[src/rtl/bbx_defs.vh]
// Constants for the bit, branch and system control execution unit.
`ifndef BBX_DEFS_VH
`define BBX_DEFS_VH

`define BBX_INSTR_BYTES    24'h000002
`define BBX_ADDR_W         24
`define BBX_RET_DEPTH      8

`define BBX_OPF_HI         15
`define BBX_OPF_LO         12
`define BBX_SUB_HI         11
`define BBX_SUB_LO         8
`define BBX_SEL_EXR        7
`define BBX_BITNO_HI       6
`define BBX_BITNO_LO       4
`define BBX_MODE_HI        3
`define BBX_MODE_LO        0
`define BBX_WORD_FORM      8

`define BBX_OP_NOP         4'h0
`define BBX_OP_BITOP       4'h1
`define BBX_OP_BCC         4'h2
`define BBX_OP_JMP         4'h3
`define BBX_OP_BSR         4'h4
`define BBX_OP_JSR         4'h5
`define BBX_OP_RTS         4'h6
`define BBX_OP_TRAP        4'h7
`define BBX_OP_RTE         4'h8
`define BBX_OP_SLEEP       4'h9
`define BBX_OP_LDC         4'hA
`define BBX_OP_STC         4'hB
`define BBX_OP_LOGC        4'hC
`define BBX_OP_MOVE        4'hD

`define BBX_BIT_XOR        4'h0
`define BBX_BIT_IXOR       4'h1
`define BBX_BIT_LD         4'h2
`define BBX_BIT_ILD        4'h3
`define BBX_BIT_ST         4'h4
`define BBX_BIT_IST        4'h5

`define BBX_LOG_AND        4'h0
`define BBX_LOG_OR         4'h1
`define BBX_LOG_XOR        4'h2

`define BBX_SRC_IMM        4'h0
`define BBX_SRC_REG        4'h1
`define BBX_SRC_MEM        4'h2

`define BBX_CC_T           4'h0
`define BBX_CC_F           4'h1
`define BBX_CC_HI          4'h2
`define BBX_CC_LS          4'h3
`define BBX_CC_CC          4'h4
`define BBX_CC_CS          4'h5
`define BBX_CC_NE          4'h6
`define BBX_CC_EQ          4'h7
`define BBX_CC_VC          4'h8
`define BBX_CC_VS          4'h9
`define BBX_CC_PL          4'hA
`define BBX_CC_MI          4'hB
`define BBX_CC_GE          4'hC
`define BBX_CC_LT          4'hD
`define BBX_CC_GT          4'hE
`define BBX_CC_LE          4'hF

`define BBX_FLAG_C         0
`define BBX_FLAG_V         1
`define BBX_FLAG_Z         2
`define BBX_FLAG_N         3
`define BBX_FLAG_I         7

`define BBX_CCR_RST        8'h80
`define BBX_EXR_RST        8'h07
`define BBX_TRAP_VEC_BASE  24'h000020

`endif

[src/rtl/bbx_exec.v]
// Execution unit for bit, branch, call, system control and block move instructions.
// Notes on behaviour
// - Carry xor bit: carry becomes carry xor chosen operand bit.
// - Inverted carry xor: carry becomes carry xor complement of chosen bit.
// - Inverted bit forms take the bit number only from the 3-bit immediate.
// - Bit load copies the chosen operand bit into carry.
// - Inverted bit load puts the complemented chosen bit into carry.
// - Bit store writes carry into the chosen bit, other bits kept.
// - Inverted bit store writes complemented carry into the chosen bit.
// - Higher branches when C and Z are both 0; lower-or-same when either is 1.
// - Single-flag conditions test C, Z, V or N; always and never forms.
// - Signed conditions use N xor V, greater-than and less-equal add Z.
// - Jump goes unconditionally to its operand target.
// - Relative and absolute calls branch and save a return point.
// - Return resumes at the point saved by the latest call.
// - Trap enters exception handling; exception return resumes the interrupted flow.
// - Sleep moves the processor into a power-down state.
// - Control register memory transfers are words with the value in the upper byte.
// - Control load fills condition or extended register; control store copies it out.
// - Immediate AND, OR, XOR update condition or extended register.
// - No-operation only advances the program counter by 2.
// - Block move copies bytes with post-increment until count is 0; zero skips.
// - After a block move the next instruction starts at once.
// - Instructions are built from 2-byte units with op, register, extension, condition.
// - The first four bits hold the op field; condition field selects branch test.
`timescale 1ns/1ps
`include "bbx_defs.vh"

module bbx_exec #(
	parameter RET_DEPTH = `BBX_RET_DEPTH
) (
	input  wire        clk,
	input  wire        nrst,
	input  wire        issue_valid,
	output wire        issue_ready,
	input  wire [15:0] instr_word,
	input  wire [31:0] ext_word,
	input  wire [23:0] instr_len,
	input  wire [7:0]  operand_byte,
	input  wire [23:0] block_source_pointer,
	input  wire [23:0] block_dest_pointer,
	input  wire [15:0] block_count_word_reg,
	input  wire        wake_pin,
	output reg  [23:0] pc_q,
	output reg  [7:0]  condition_code_reg_q,
	output reg  [7:0]  extended_control_reg_q,
	output reg  [7:0]  result_byte_q,
	output reg         result_we_q,
	output reg  [23:0] blk_src_q,
	output reg  [23:0] blk_dst_q,
	output reg  [15:0] blk_cnt_q,
	output reg         blk_done_q,
	output reg         sleeping_q,
	output wire        mem_req,
	output reg         mem_we_q,
	output reg         mem_word_q,
	output reg  [23:0] mem_addr_q,
	output reg  [15:0] mem_wdata_q,
	input  wire        mem_ack,
	input  wire [15:0] mem_rdata
);

	localparam [2:0] ST_IDLE   = 3'h0;
	localparam [2:0] ST_MV_RD  = 3'h1;
	localparam [2:0] ST_MV_WR  = 3'h2;
	localparam [2:0] ST_LDC_RD = 3'h3;
	localparam [2:0] ST_STC_WR = 3'h4;
	localparam [2:0] ST_SLEEP  = 3'h5;
	localparam       RP_W      = (RET_DEPTH > 1) ? $clog2(RET_DEPTH) : 1;

	reg [2:0]      state_q;
	reg [23:0]     ret_stack [0:RET_DEPTH-1];
	reg [RP_W-1:0] ret_ptr_q;
	reg [23:0]     exc_pc_q;
	reg [7:0]      exc_ccr_q;
	reg [23:0]     next_pc_q;
	reg            ldc_exr_q;
	reg [7:0]      move_byte_q;
	reg            wake_s1_q;
	reg            wake_s2_q;
	reg            wake_s3_q;

	// Flag test for the condition field; the flags themselves are never written here.
	function cond_true;
		input [3:0] cc;
		input [7:0] f;
		reg c;
		reg v;
		reg z;
		reg n;
		begin
			c = f[`BBX_FLAG_C];
			v = f[`BBX_FLAG_V];
			z = f[`BBX_FLAG_Z];
			n = f[`BBX_FLAG_N];
			case (cc)
				`BBX_CC_T:  cond_true = 1'b1;
				`BBX_CC_F:  cond_true = 1'b0;
				`BBX_CC_HI: cond_true = ~(c | z);
				`BBX_CC_LS: cond_true = c | z;
				`BBX_CC_CC: cond_true = ~c;
				`BBX_CC_CS: cond_true = c;
				`BBX_CC_NE: cond_true = ~z;
				`BBX_CC_EQ: cond_true = z;
				`BBX_CC_VC: cond_true = ~v;
				`BBX_CC_VS: cond_true = v;
				`BBX_CC_PL: cond_true = ~n;
				`BBX_CC_MI: cond_true = n;
				`BBX_CC_GE: cond_true = ~(n ^ v);
				`BBX_CC_LT: cond_true = n ^ v;
				`BBX_CC_GT: cond_true = ~(z | (n ^ v));
				default:    cond_true = z | (n ^ v);
			endcase
		end
	endfunction

	wire [3:0]  op_field  = instr_word[`BBX_OPF_HI:`BBX_OPF_LO];
	wire [3:0]  sub_field = instr_word[`BBX_SUB_HI:`BBX_SUB_LO];
	wire [2:0]  bit_no    = instr_word[`BBX_BITNO_HI:`BBX_BITNO_LO];
	wire [3:0]  mode      = instr_word[`BBX_MODE_HI:`BBX_MODE_LO];
	wire        sel_exr   = instr_word[`BBX_SEL_EXR];
	wire        issue     = issue_valid & issue_ready;
	wire        cur_c     = condition_code_reg_q[`BBX_FLAG_C];
	wire        op_bit    = operand_byte[bit_no];
	wire [23:0] seq_pc    = pc_q + instr_len;
	wire [23:0] rel_pc    = seq_pc + {{8{ext_word[15]}}, ext_word[15:0]};
	wire [7:0]  ctl_cur   = sel_exr ? extended_control_reg_q : condition_code_reg_q;
	wire [15:0] move_cnt  = instr_word[`BBX_WORD_FORM] ? block_count_word_reg
	                                                   : {8'h00, block_count_word_reg[7:0]};
	wire [RP_W-1:0] ret_top = ret_ptr_q - {{(RP_W-1){1'b0}}, 1'b1};
	wire        wake_seen = wake_s2_q & wake_s3_q;

	assign issue_ready = (state_q == ST_IDLE);
	assign mem_req     = (state_q == ST_MV_RD) | (state_q == ST_MV_WR) |
	                     (state_q == ST_LDC_RD) | (state_q == ST_STC_WR);

	// The wake pin is asynchronous; only the agreeing second and third stages are used.
	always @(posedge clk) begin
		if (!nrst) begin
			wake_s1_q <= 1'b0;
			wake_s2_q <= 1'b0;
			wake_s3_q <= 1'b0;
		end else begin
			wake_s1_q <= wake_pin;
			wake_s2_q <= wake_s1_q;
			wake_s3_q <= wake_s2_q;
		end
	end

	// The return stack wraps when full, so deep recursion silently loses the oldest entry.
	always @(posedge clk) begin
		if (issue && (op_field == `BBX_OP_BSR || op_field == `BBX_OP_JSR)) begin
			ret_stack[ret_ptr_q] <= seq_pc;
		end
	end

	always @(posedge clk) begin
		if (!nrst) begin
			state_q                <= ST_IDLE;
			pc_q                   <= 24'h000000;
			condition_code_reg_q   <= `BBX_CCR_RST;
			extended_control_reg_q <= `BBX_EXR_RST;
			result_byte_q          <= 8'h00;
			result_we_q            <= 1'b0;
			blk_src_q              <= 24'h000000;
			blk_dst_q              <= 24'h000000;
			blk_cnt_q              <= 16'h0000;
			blk_done_q             <= 1'b0;
			sleeping_q             <= 1'b0;
			mem_we_q               <= 1'b0;
			mem_word_q             <= 1'b0;
			mem_addr_q             <= 24'h000000;
			mem_wdata_q            <= 16'h0000;
			ret_ptr_q              <= {RP_W{1'b0}};
			exc_pc_q               <= 24'h000000;
			exc_ccr_q              <= 8'h00;
			next_pc_q              <= 24'h000000;
			ldc_exr_q              <= 1'b0;
			move_byte_q            <= 8'h00;
		end else begin
			result_we_q <= 1'b0;
			blk_done_q  <= 1'b0;
			case (state_q)
				ST_IDLE: begin
					if (issue) begin
						pc_q <= seq_pc;
						case (op_field)
							`BBX_OP_NOP: begin
								pc_q <= pc_q + `BBX_INSTR_BYTES;
							end
							`BBX_OP_BITOP: begin
								case (sub_field)
									`BBX_BIT_XOR:
										condition_code_reg_q[`BBX_FLAG_C] <= cur_c ^ op_bit;
									`BBX_BIT_IXOR:
										condition_code_reg_q[`BBX_FLAG_C] <= cur_c ^ ~op_bit;
									`BBX_BIT_LD:
										condition_code_reg_q[`BBX_FLAG_C] <= op_bit;
									`BBX_BIT_ILD:
										condition_code_reg_q[`BBX_FLAG_C] <= ~op_bit;
									`BBX_BIT_ST: begin
										result_byte_q         <= operand_byte;
										result_byte_q[bit_no] <= cur_c;
										result_we_q           <= 1'b1;
									end
									`BBX_BIT_IST: begin
										result_byte_q         <= operand_byte;
										result_byte_q[bit_no] <= ~cur_c;
										result_we_q           <= 1'b1;
									end
									default: begin
									end
								endcase
							end
							`BBX_OP_BCC: begin
								if (cond_true(sub_field, condition_code_reg_q)) begin
									pc_q <= rel_pc;
								end else begin
									pc_q <= seq_pc;
								end
							end
							`BBX_OP_JMP: begin
								pc_q <= ext_word[23:0];
							end
							`BBX_OP_BSR: begin
								pc_q      <= rel_pc;
								ret_ptr_q <= ret_ptr_q + {{(RP_W-1){1'b0}}, 1'b1};
							end
							`BBX_OP_JSR: begin
								pc_q      <= ext_word[23:0];
								ret_ptr_q <= ret_ptr_q + {{(RP_W-1){1'b0}}, 1'b1};
							end
							`BBX_OP_RTS: begin
								pc_q      <= ret_stack[ret_top];
								ret_ptr_q <= ret_top;
							end
							`BBX_OP_TRAP: begin
								exc_pc_q  <= seq_pc;
								exc_ccr_q <= condition_code_reg_q;
								condition_code_reg_q[`BBX_FLAG_I] <= 1'b1;
								pc_q <= `BBX_TRAP_VEC_BASE + {19'h00000, bit_no[1:0], 3'h0};
							end
							`BBX_OP_RTE: begin
								pc_q                 <= exc_pc_q;
								condition_code_reg_q <= exc_ccr_q;
							end
							`BBX_OP_SLEEP: begin
								sleeping_q <= 1'b1;
								state_q    <= ST_SLEEP;
							end
							`BBX_OP_LDC: begin
								if (mode == `BBX_SRC_MEM) begin
									ldc_exr_q  <= sel_exr;
									mem_addr_q <= ext_word[23:0];
									mem_we_q   <= 1'b0;
									mem_word_q <= 1'b1;
									state_q    <= ST_LDC_RD;
								end else if (sel_exr) begin
									extended_control_reg_q <= (mode == `BBX_SRC_REG) ?
										operand_byte : ext_word[7:0];
								end else begin
									condition_code_reg_q <= (mode == `BBX_SRC_REG) ?
										operand_byte : ext_word[7:0];
								end
							end
							`BBX_OP_STC: begin
								if (mode == `BBX_SRC_MEM) begin
									mem_addr_q  <= ext_word[23:0];
									mem_we_q    <= 1'b1;
									mem_word_q  <= 1'b1;
									mem_wdata_q <= {ctl_cur, 8'h00};
									state_q     <= ST_STC_WR;
								end else begin
									result_byte_q <= ctl_cur;
									result_we_q   <= 1'b1;
								end
							end
							`BBX_OP_LOGC: begin
								if (sel_exr) begin
									case (sub_field)
										`BBX_LOG_AND: extended_control_reg_q <= ctl_cur & ext_word[7:0];
										`BBX_LOG_OR:  extended_control_reg_q <= ctl_cur | ext_word[7:0];
										`BBX_LOG_XOR: extended_control_reg_q <= ctl_cur ^ ext_word[7:0];
										default:      extended_control_reg_q <= ctl_cur;
									endcase
								end else begin
									case (sub_field)
										`BBX_LOG_AND: condition_code_reg_q <= ctl_cur & ext_word[7:0];
										`BBX_LOG_OR:  condition_code_reg_q <= ctl_cur | ext_word[7:0];
										`BBX_LOG_XOR: condition_code_reg_q <= ctl_cur ^ ext_word[7:0];
										default:      condition_code_reg_q <= ctl_cur;
									endcase
								end
							end
							`BBX_OP_MOVE: begin
								blk_src_q <= block_source_pointer;
								blk_dst_q <= block_dest_pointer;
								blk_cnt_q <= move_cnt;
								if (move_cnt == 16'h0000) begin
									blk_done_q <= 1'b1;
								end else begin
									pc_q       <= pc_q;
									next_pc_q  <= seq_pc;
									mem_addr_q <= block_source_pointer;
									mem_we_q   <= 1'b0;
									mem_word_q <= 1'b0;
									state_q    <= ST_MV_RD;
								end
							end
							default: begin
							end
						endcase
					end
				end
				ST_MV_RD: begin
					if (mem_ack) begin
						move_byte_q <= mem_rdata[7:0];
						blk_src_q   <= blk_src_q + 24'h000001;
						mem_addr_q  <= blk_dst_q;
						mem_we_q    <= 1'b1;
						mem_wdata_q <= {8'h00, mem_rdata[7:0]};
						state_q     <= ST_MV_WR;
					end
				end
				ST_MV_WR: begin
					if (mem_ack) begin
						blk_dst_q <= blk_dst_q + 24'h000001;
						blk_cnt_q <= blk_cnt_q - 16'h0001;
						mem_we_q  <= 1'b0;
						if (blk_cnt_q == 16'h0001) begin
							pc_q       <= next_pc_q;
							blk_done_q <= 1'b1;
							state_q    <= ST_IDLE;
						end else begin
							mem_addr_q <= blk_src_q;
							state_q    <= ST_MV_RD;
						end
					end
				end
				ST_LDC_RD: begin
					if (mem_ack) begin
						if (ldc_exr_q) begin
							extended_control_reg_q <= mem_rdata[15:8];
						end else begin
							condition_code_reg_q <= mem_rdata[15:8];
						end
						state_q <= ST_IDLE;
					end
				end
				ST_STC_WR: begin
					if (mem_ack) begin
						mem_we_q <= 1'b0;
						state_q  <= ST_IDLE;
					end
				end
				ST_SLEEP: begin
					// Waking needs a stable pin level, so short glitches do not end power-down.
					if (wake_seen) begin
						sleeping_q <= 1'b0;
						state_q    <= ST_IDLE;
					end
				end
				default: begin
					state_q <= ST_IDLE;
				end
			endcase
		end
	end

endmodule

[config.mk]
export PLATFORM = sky130hd
export DESIGN_NAME = bbx_exec
export DESIGN_NICKNAME = d
export VERILOG_FILES = /design/src/rtl/bbx_exec.v
export VERILOG_INCLUDE_DIRS = /design/src /design/src/rtl
export SDC_FILE = /design/constraint.sdc
export NUM_CORES = 1
export LEC_CHECK = 0
export BUFFER_PORTS_ARGS = -buffer_cell sky130_fd_sc_hd__buf_4
export CAP_MARGIN = 0
export CORE_ASPECT_RATIO = 0.7
export CORE_MARGIN = 10
export CORE_UTILIZATION = 50
export DETAILED_ROUTE_END_ITERATION = 8
export PLACE_DENSITY_LB_ADDON = 0.15
export SYNTH_ARGS = -nofsm -noshare
export SYNTH_HDL_FRONTEND = slang
export SYNTH_SLANG_ARGS = --single-unit
[constraint.sdc]
create_clock -name clk -period 7.9 [get_ports clk]
set_input_delay 0.79 -clock clk [delete_from_list [all_inputs] [get_ports clk]]
set_output_delay 0.79 -clock clk [all_outputs]
set_load 0.005 [all_outputs]
Word-level counts from Yosys, hierarchy flattened
Memory sizes are Yosys's and may differ from the RTL's.
Index checks and enable logic that the tools add are counted.
{"block": "totals", "ff_bits": 223, "mem_bits_rw": 192, "out_inout_bits": 159, "mem_count": 1}
{"block": "op_classes", "add_sub_neg": 9, "order_cmp": 2, "n_eq_ne": 72, "mux": 105, "bitwise": 22, "n_reduce_logical": 41}
{"memory": "ret_stack", "words": 8, "width": 24, "rd": 1, "rd_ports_with_merged_regs": 0, "wr": 1, "line_no": "bbx_exec.v:72", "source": "reg [23:0] ret_stack [0:RET_DEPTH-1];"}
{"op": "24-bit 2-to-1 mux", "count": 17}
{"op": "24-bit case mux with 2 select lines", "count": 4}
{"op": "24-bit case mux with 8 select lines", "count": 1}
{"op": "16-bit 2-to-1 mux", "count": 8}
{"op": "8-bit 2-to-1 mux", "count": 15}
{"op": "8-bit case mux with 2 select lines", "count": 5}
{"op": "24-bit case mux with 3 select lines", "count": 1}
{"op": "16-bit case mux with 2 select lines", "count": 2}
{"op": "4-bit == test (second input constant)", "count": 13}
{"op": "24-bit by 1-bit adder with 24-bit output (second input constant)", "count": 2}
{"op": "24-bit adder", "count": 2}
{"op": "8-bit AND reduction", "count": 5}
{"op": "4-bit by 3-bit == test with 1-bit output (second input constant)", "count": 8}
{"op": "3-bit != test (second input constant)", "count": 9}
{"op": "1-bit 2-to-1 mux", "count": 25}
{"op": "24-bit by 2-bit adder with 24-bit output (second input constant)", "count": 1}
{"op": "3-bit 2-to-1 mux", "count": 8}
{"op": "8-bit case mux with 3 select lines", "count": 1}
{"op": "4-bit by 2-bit == test with 1-bit output (second input constant)", "count": 5}
{"op": "4-bit AND reduction", "count": 5}
{"op": "5-bit AND reduction", "count": 4}
{"op": "2-bit by 1-bit != test with 1-bit output (second input constant)", "count": 9}
{"op": "2-bit != test (second input constant)", "count": 9}
{"op": "6-bit case mux with 3 select lines", "count": 1}
{"op": "other kinds (43)", "count": 91}

Longest topological paths before layout
{"block": "logic_depth", "depth_word": 12, "ltp_mapped": 18, "depth_no_buf": 17}

Worst setup path after synthesis
OpenSTA, ideal clock, no wires.
{"block": "synth_timing", "kind": "input-to-reg", "startpoint": "in instr_len[0]", "endpoint": "reg pc_q[19]", "setup_ps": 117, "arrival_time_ps": 4496, "setup_slack_ps": 3287, "path_stages": 16, "n_path_buf": 0, "path_cell_list": "ha_1 -> fa_1 -> a21oi_1 -> o211ai_1 -> a41oi_1 -> o21ai_0 -> xnor2_1 -> ha_1 -> and4_1 -> nand2_1 -> a211o_1 -> a31o_2 -> xnor2_1 -> a221o_1 -> a21oi_2 -> o21ai_1"}
{"block": "synth_between", "elab_chain_cells": 6}
{"item": "from (decl)", "line_no": "bbx_exec.v:38", "source": "input wire [23:0] instr_len,"}
{"item": "24-bit adder *", "line_no": "bbx_exec.v:125", "source": "wire [23:0] seq_pc = pc_q + instr_len;"}
{"item": "via seq_pc[12]", "line_no": "bbx_exec.v:125"}
{"item": "24-bit adder *", "line_no": "bbx_exec.v:126", "source": "wire [23:0] rel_pc = seq_pc + {{8{ext_word[15]}}, ext_word[15:0]};"}
{"item": "24-bit 2-to-1 mux", "line_no": "bbx_exec.v:216", "source": "if (cond_true(sub_field, condition_code_reg_q)) begin"}
{"item": "24-bit case mux with 8 select lines *", "line_no": "bbx_exec.v:187", "source": "case (op_field)"}
{"item": "24-bit 2-to-1 mux *", "line_no": "bbx_exec.v:185", "source": "if (issue) begin"}
{"item": "24-bit case mux with 2 select lines *", "line_no": "bbx_exec.v:183", "source": "case (state_q)"}
{"item": "to (signal assigned)", "line_no": "bbx_exec.v:186", "source": "pc_q <= seq_pc;"}
{"item": "to (signal assigned)", "line_no": "bbx_exec.v:189", "source": "pc_q <= pc_q + `BBX_INSTR_BYTES;"}
{"item": "to (signal assigned)", "line_no": "bbx_exec.v:217", "source": "pc_q <= rel_pc;"}
{"item": "to (decl)", "line_no": "bbx_exec.v:44", "source": "output reg [23:0] pc_q,"}
Mark *: on every way through the listed nets, which the timed path passes. The rest lies on a longest branch. The select of a mux whose other input is x is not followed.
A chain may end at the register's enable or synchronous reset.

Worst setup path after layout
{"block": "layout_timing", "startpoint": "reg pc_q[1]", "endpoint": "reg pc_q[23]"}
{"block": "layout_between", "elab_chain_cells": 6}
{"item": "24-bit adder *", "line_no": "bbx_exec.v:125"}
{"item": "via seq_pc[16]", "line_no": "bbx_exec.v:125"}
{"item": "24-bit adder *", "line_no": "bbx_exec.v:126"}
{"item": "24-bit 2-to-1 mux", "line_no": "bbx_exec.v:216"}
{"item": "24-bit case mux with 8 select lines *", "line_no": "bbx_exec.v:187"}
{"item": "24-bit 2-to-1 mux *", "line_no": "bbx_exec.v:185"}
{"item": "24-bit case mux with 2 select lines *", "line_no": "bbx_exec.v:183"}
Marks and branches as above.

==> metrics.yaml <==
critical_path:
  kind_of_critical_path: "reg2reg"
  slowest_delay_ns: 0.93
  cp_data_required_time_ns: 8.35
  worst_ep_arrival_time_ns: 5.68
  kind_of_end_point_of_the_critical_path: "flip-flop"
  path_max_fanout: 12
  worst_setup_path_startpoint: "pc_q[1]"
  crit_path_leading_delay_family: "compound AO/OA/AOI/OAI gates"
  cp_slowest_cell: "sky130_fd_sc_hd__xnor2_1"
  critical_path.endpoint: "pc_q[23]"
  worst-r2r-setup-slack_ns: 2.67
  regToRegStartpoint: "pc_q[1]"
  kind_of_start_point_of_the_critical_path: "flip-flop"
  crit_buf_inv: 0
  timing.critical_path.cells: "fa_1 -> a21oi_1 -> o211ai_1 -> a41oi_1 -> o41ai_1 -> a21oi_1 -> xnor2_1 -> ha_1 -> a21o_1 -> nand2_1 -> a31o_2 -> a31o_2 -> o21ai_0 -> xnor2_1 -> a211oi_1 -> nor3_1"
  logic_depth_of_the_worst_setup_path_including_buffers: 16
  ff2ff_path_depth: 16
  rr_endpoint: "pc_q[23]"
drt:
  drcViolationCount: 0
  routed_wire_length_per_instance_um: 25.0
  post_drt_via_cell_ratio: 6.43
  wl_um: 83800
  detailroute.via_count: 21500
  firstDrtPassIters: 8
  antenna_left: 0
  dr_iter_0_viols: 2777
timing:
  rsz_0062_raised_after_global_routing: "no"
  post-route-min-period_ns: 5.23
  setup-violations-final: 0
  timing_max_transition_violations_final: 0
  tns_ns: 0
  largest_clock_skew_in_the_final_design_ns: 0.0139
  worstMarginPinSlew_ns: 1.34
  max_slew_margin: 0.105
  timing.final.ws_setup_ns: 2.67
  report.final.hold_viol_count: 0
  post-route-period-util: 0.662
  clock.fmax_mhz: 191
  final.hold.worst_slack_ns: 0.433
synthesis:
  synthFlopType: "sky130_fd_sc_hd__dfxtp_1"
  synth.ff_latch_count: 415
  synth_cells: 2486
  share_of_synthesized_registers_carrying_an_async_set_or_reset: 0
  synth_top_area_frac: 0.250
  largest_cells_by_area_after_synthesis: "sky130_fd_sc_hd__edfxtp_1, sky130_fd_sc_hd__dfxtp_1, sky130_fd_sc_hd__a21oi_1, sky130_fd_sc_hd__nand2_1, sky130_fd_sc_hd__mux4_2"
  ys_warn_count: 0
  netlist.top_cell.by_area: "sky130_fd_sc_hd__edfxtp_1"
  synth_seq_area_share: 0.444
  synth.net_count: 2723
  synth_edf_count: 192
  synth_cell_type_count: 85
  synthesis.area_um2: 23100
  avgSynthCellArea_um2: 9.27
floorplan:
  starting_density: 0.509
  vertical_extent_of_the_die_um: 200
  core.rowCount: 65
  ioPinCount: 324
  floorplan.die_area_um2: 55200
  dieWidth_um: 277
  core_area_um2: 45300
cts:
  ctsResizeCount: 0
  cts_buffers: 42
  post_cts_hold_buffer_count: 0
  cts_sinks: 415
  clk_pin_slew_ns: 0.07
  clock_path_buffers: 3
  worst_skew_pair.late_latency_ns: 0.57
  root_buffer: "sky130_fd_sc_hd__clkbuf_16"
  cts.htree.levels: 2
  post_cts.repair.setup_buffers: 0
  cts_tree: "yes"
min_path:
  hold_class: "in2reg"
placed_design:
  globalplace.congestion: 0.961
  post-place-ws_ns: 2.24
  place_hpwl_um: 57600
  port_buffers: 315
grt:
  globalRoute.totalOverflow: 0
  grt_first_pass_wirelength_um: 124000
  first_global_vias: 20000
  global_route.usage.total: 0.286
  grt_antenna_before_repair: 0
  pin_count_of_the_biggest_net_entering_global_routing: 117
flow_run:
  maxCapViolations: 0
power:
  cellPowerDensity_nw_per_um2: 346
  p_leak_nw: 10.5
  ir_worst_vdd_mv: 0.203
cells_and_area:
  drive_gt1_frac: 0.195
  finish.net_count: 2946
  layout.filler_cells: 3826
  flow.area_growth_from_synthesis_pct: 18.8
outcome:
  status: "complete, no violations"
[power breakdown]
part	internal, mW	switching, mW
registers	2.73	0.354
clock network	1.33	0.888
logic	1.57	2.60
total	5.63	3.85
[how the worst min path moves through the flow]
stage | startpoint | to | slack, ns | depth (start not counted)
after floorplan | wake_s1_q | wake_s2_q | 0.41 | 1
after global placement | wake_s1_q | wake_s2_q | 0.42 | 1
after detailed placement | wake_s1_q | wake_s2_q | 0.42 | 1
after CTS | wake_pin | wake_s1_q | 0.43 | 2
after global routing | wake_pin | wake_s1_q | 0.43 | 2
final | wake_pin | wake_s1_q | 0.43 | 2
[per-stage QoR]
stage / cell area (um^2) / utilization / cells / power, mW
final: 27400 / 0.605 / 3347 / 9.47
after global routing: 27400 / 0.605 / 3345 / 9.94
after CTS: 27400 / 0.605 / 3345 / 9.38
after detailed placement: 25900 / 0.571 / 3268 / 7.16
after global placement: 25900 / 0.571 / 3268 / 7.05
after floorplan: 23100 / - / 2486 / 5.69
[cell type report]
cell class / instances / area (um^2) / share of cell area
multi-input combinational: 1844 / 12000 / 0.439
clock buffer: 56 / 1240 / 0.0452
clock inverter: 21 / 290 / 0.0106
timing repair buffer: 353 / 2650 / 0.0967
antenna: 2 / 5.00 / 0.000183
inverter: 53 / 204 / 0.00744
sequential: 415 / 10200 / 0.373
tap: 603 / 754 / 0.0275
[sequential cells by signal (all words and copies together) (netlist names), 8 cells and up]
register and count:
exc_pc_q 24, ret_stack 192, blk_dst_q 24, next_pc_q 24, blk_src_q 24, exc_ccr_q 8, mem_addr_q 24, blk_cnt_q 16
mem_wdata_q 16, extended_control_reg_q 8, condition_code_reg_q 8, result_byte_q 8, pc_q 24
[Yosys cell counts, types with 40 or more instances]
master and n:
sky130_fd_sc_hd__nand2_1 305, sky130_fd_sc_hd__a21oi_1 279, sky130_fd_sc_hd__nor2_1 261, sky130_fd_sc_hd__dfxtp_1 223, sky130_fd_sc_hd__edfxtp_1 192, sky130_fd_sc_hd__o21ai_0 124, sky130_fd_sc_hd__clkbuf_1 121, sky130_fd_sc_hd__nand3_1 73
sky130_fd_sc_hd__ha_1 70, sky130_fd_sc_hd__inv_1 52, sky130_fd_sc_hd__mux4_2 50, sky130_fd_sc_hd__a211oi_1 46, sky130_fd_sc_hd__nor3_1 46, sky130_fd_sc_hd__mux2i_1 40
[cells in the final DEF (no fill, tap or decap), types with 17 or more instances in the layout]
| cell type | n |
|---|---|
| sky130_fd_sc_hd__xnor2_1 | 33 |
| sky130_fd_sc_hd__o21ai_0 | 124 |
| sky130_fd_sc_hd__a221oi_1 | 37 |
| sky130_fd_sc_hd__mux4_2 | 50 |
| sky130_fd_sc_hd__a22oi_1 | 35 |
| sky130_fd_sc_hd__inv_1 | 52 |
| sky130_fd_sc_hd__ha_1 | 70 |
| sky130_fd_sc_hd__mux2i_1 | 40 |
| sky130_fd_sc_hd__clkbuf_16 | 45 |
| sky130_fd_sc_hd__mux2_2 | 17 |
| sky130_fd_sc_hd__nand4_1 | 18 |
| sky130_fd_sc_hd__edfxtp_1 | 192 |
| sky130_fd_sc_hd__a21oi_1 | 278 |
| sky130_fd_sc_hd__o221ai_1 | 18 |
| sky130_fd_sc_hd__a21o_1 | 17 |
| sky130_fd_sc_hd__and2_1 | 27 |
| sky130_fd_sc_hd__buf_4 | 353 |
| sky130_fd_sc_hd__and3_1 | 30 |
| sky130_fd_sc_hd__o211ai_1 | 39 |
| sky130_fd_sc_hd__nand2_1 | 304 |
| sky130_fd_sc_hd__a211oi_1 | 44 |
| sky130_fd_sc_hd__dfxtp_1 | 222 |
| sky130_fd_sc_hd__nor2_1 | 255 |
| sky130_fd_sc_hd__nor3_1 | 41 |
| sky130_fd_sc_hd__o22ai_1 | 21 |
| sky130_fd_sc_hd__nand3_1 | 73 |
| sky130_fd_sc_hd__xor2_1 | 32 |
[routing by layer]
metal,vias to the layer above,GRT usage,wire length [um]
li1,9722,-,-
met1,10400,0.405,35500
met2,1228,0.420,36200
met3,160,0.0743,9670
met4,0,0.0902,2410
met5,-,0,0
[kinds of logic (layout without fill, tap and decap cells)]
| family | Yosys count | after routing | share of synthesized area |
|---|---|---|---|
| xor+xnor | 66 | 66 | 0.0251 |
| flops | 415 | 415 | 0.444 |
| mux | 107 | 107 | 0.0745 |
| buf+inv | 227 | 483 | 0.0408 |
| simple gates | 842 | 842 | 0.164 |
| fa+ha+maj | 72 | 72 | 0.0397 |
| compound gates | 757 | 757 | 0.213 |
| other cells | 0 | 2 | 0 |
No activity file was read; power rests on OpenSTA's default activity.
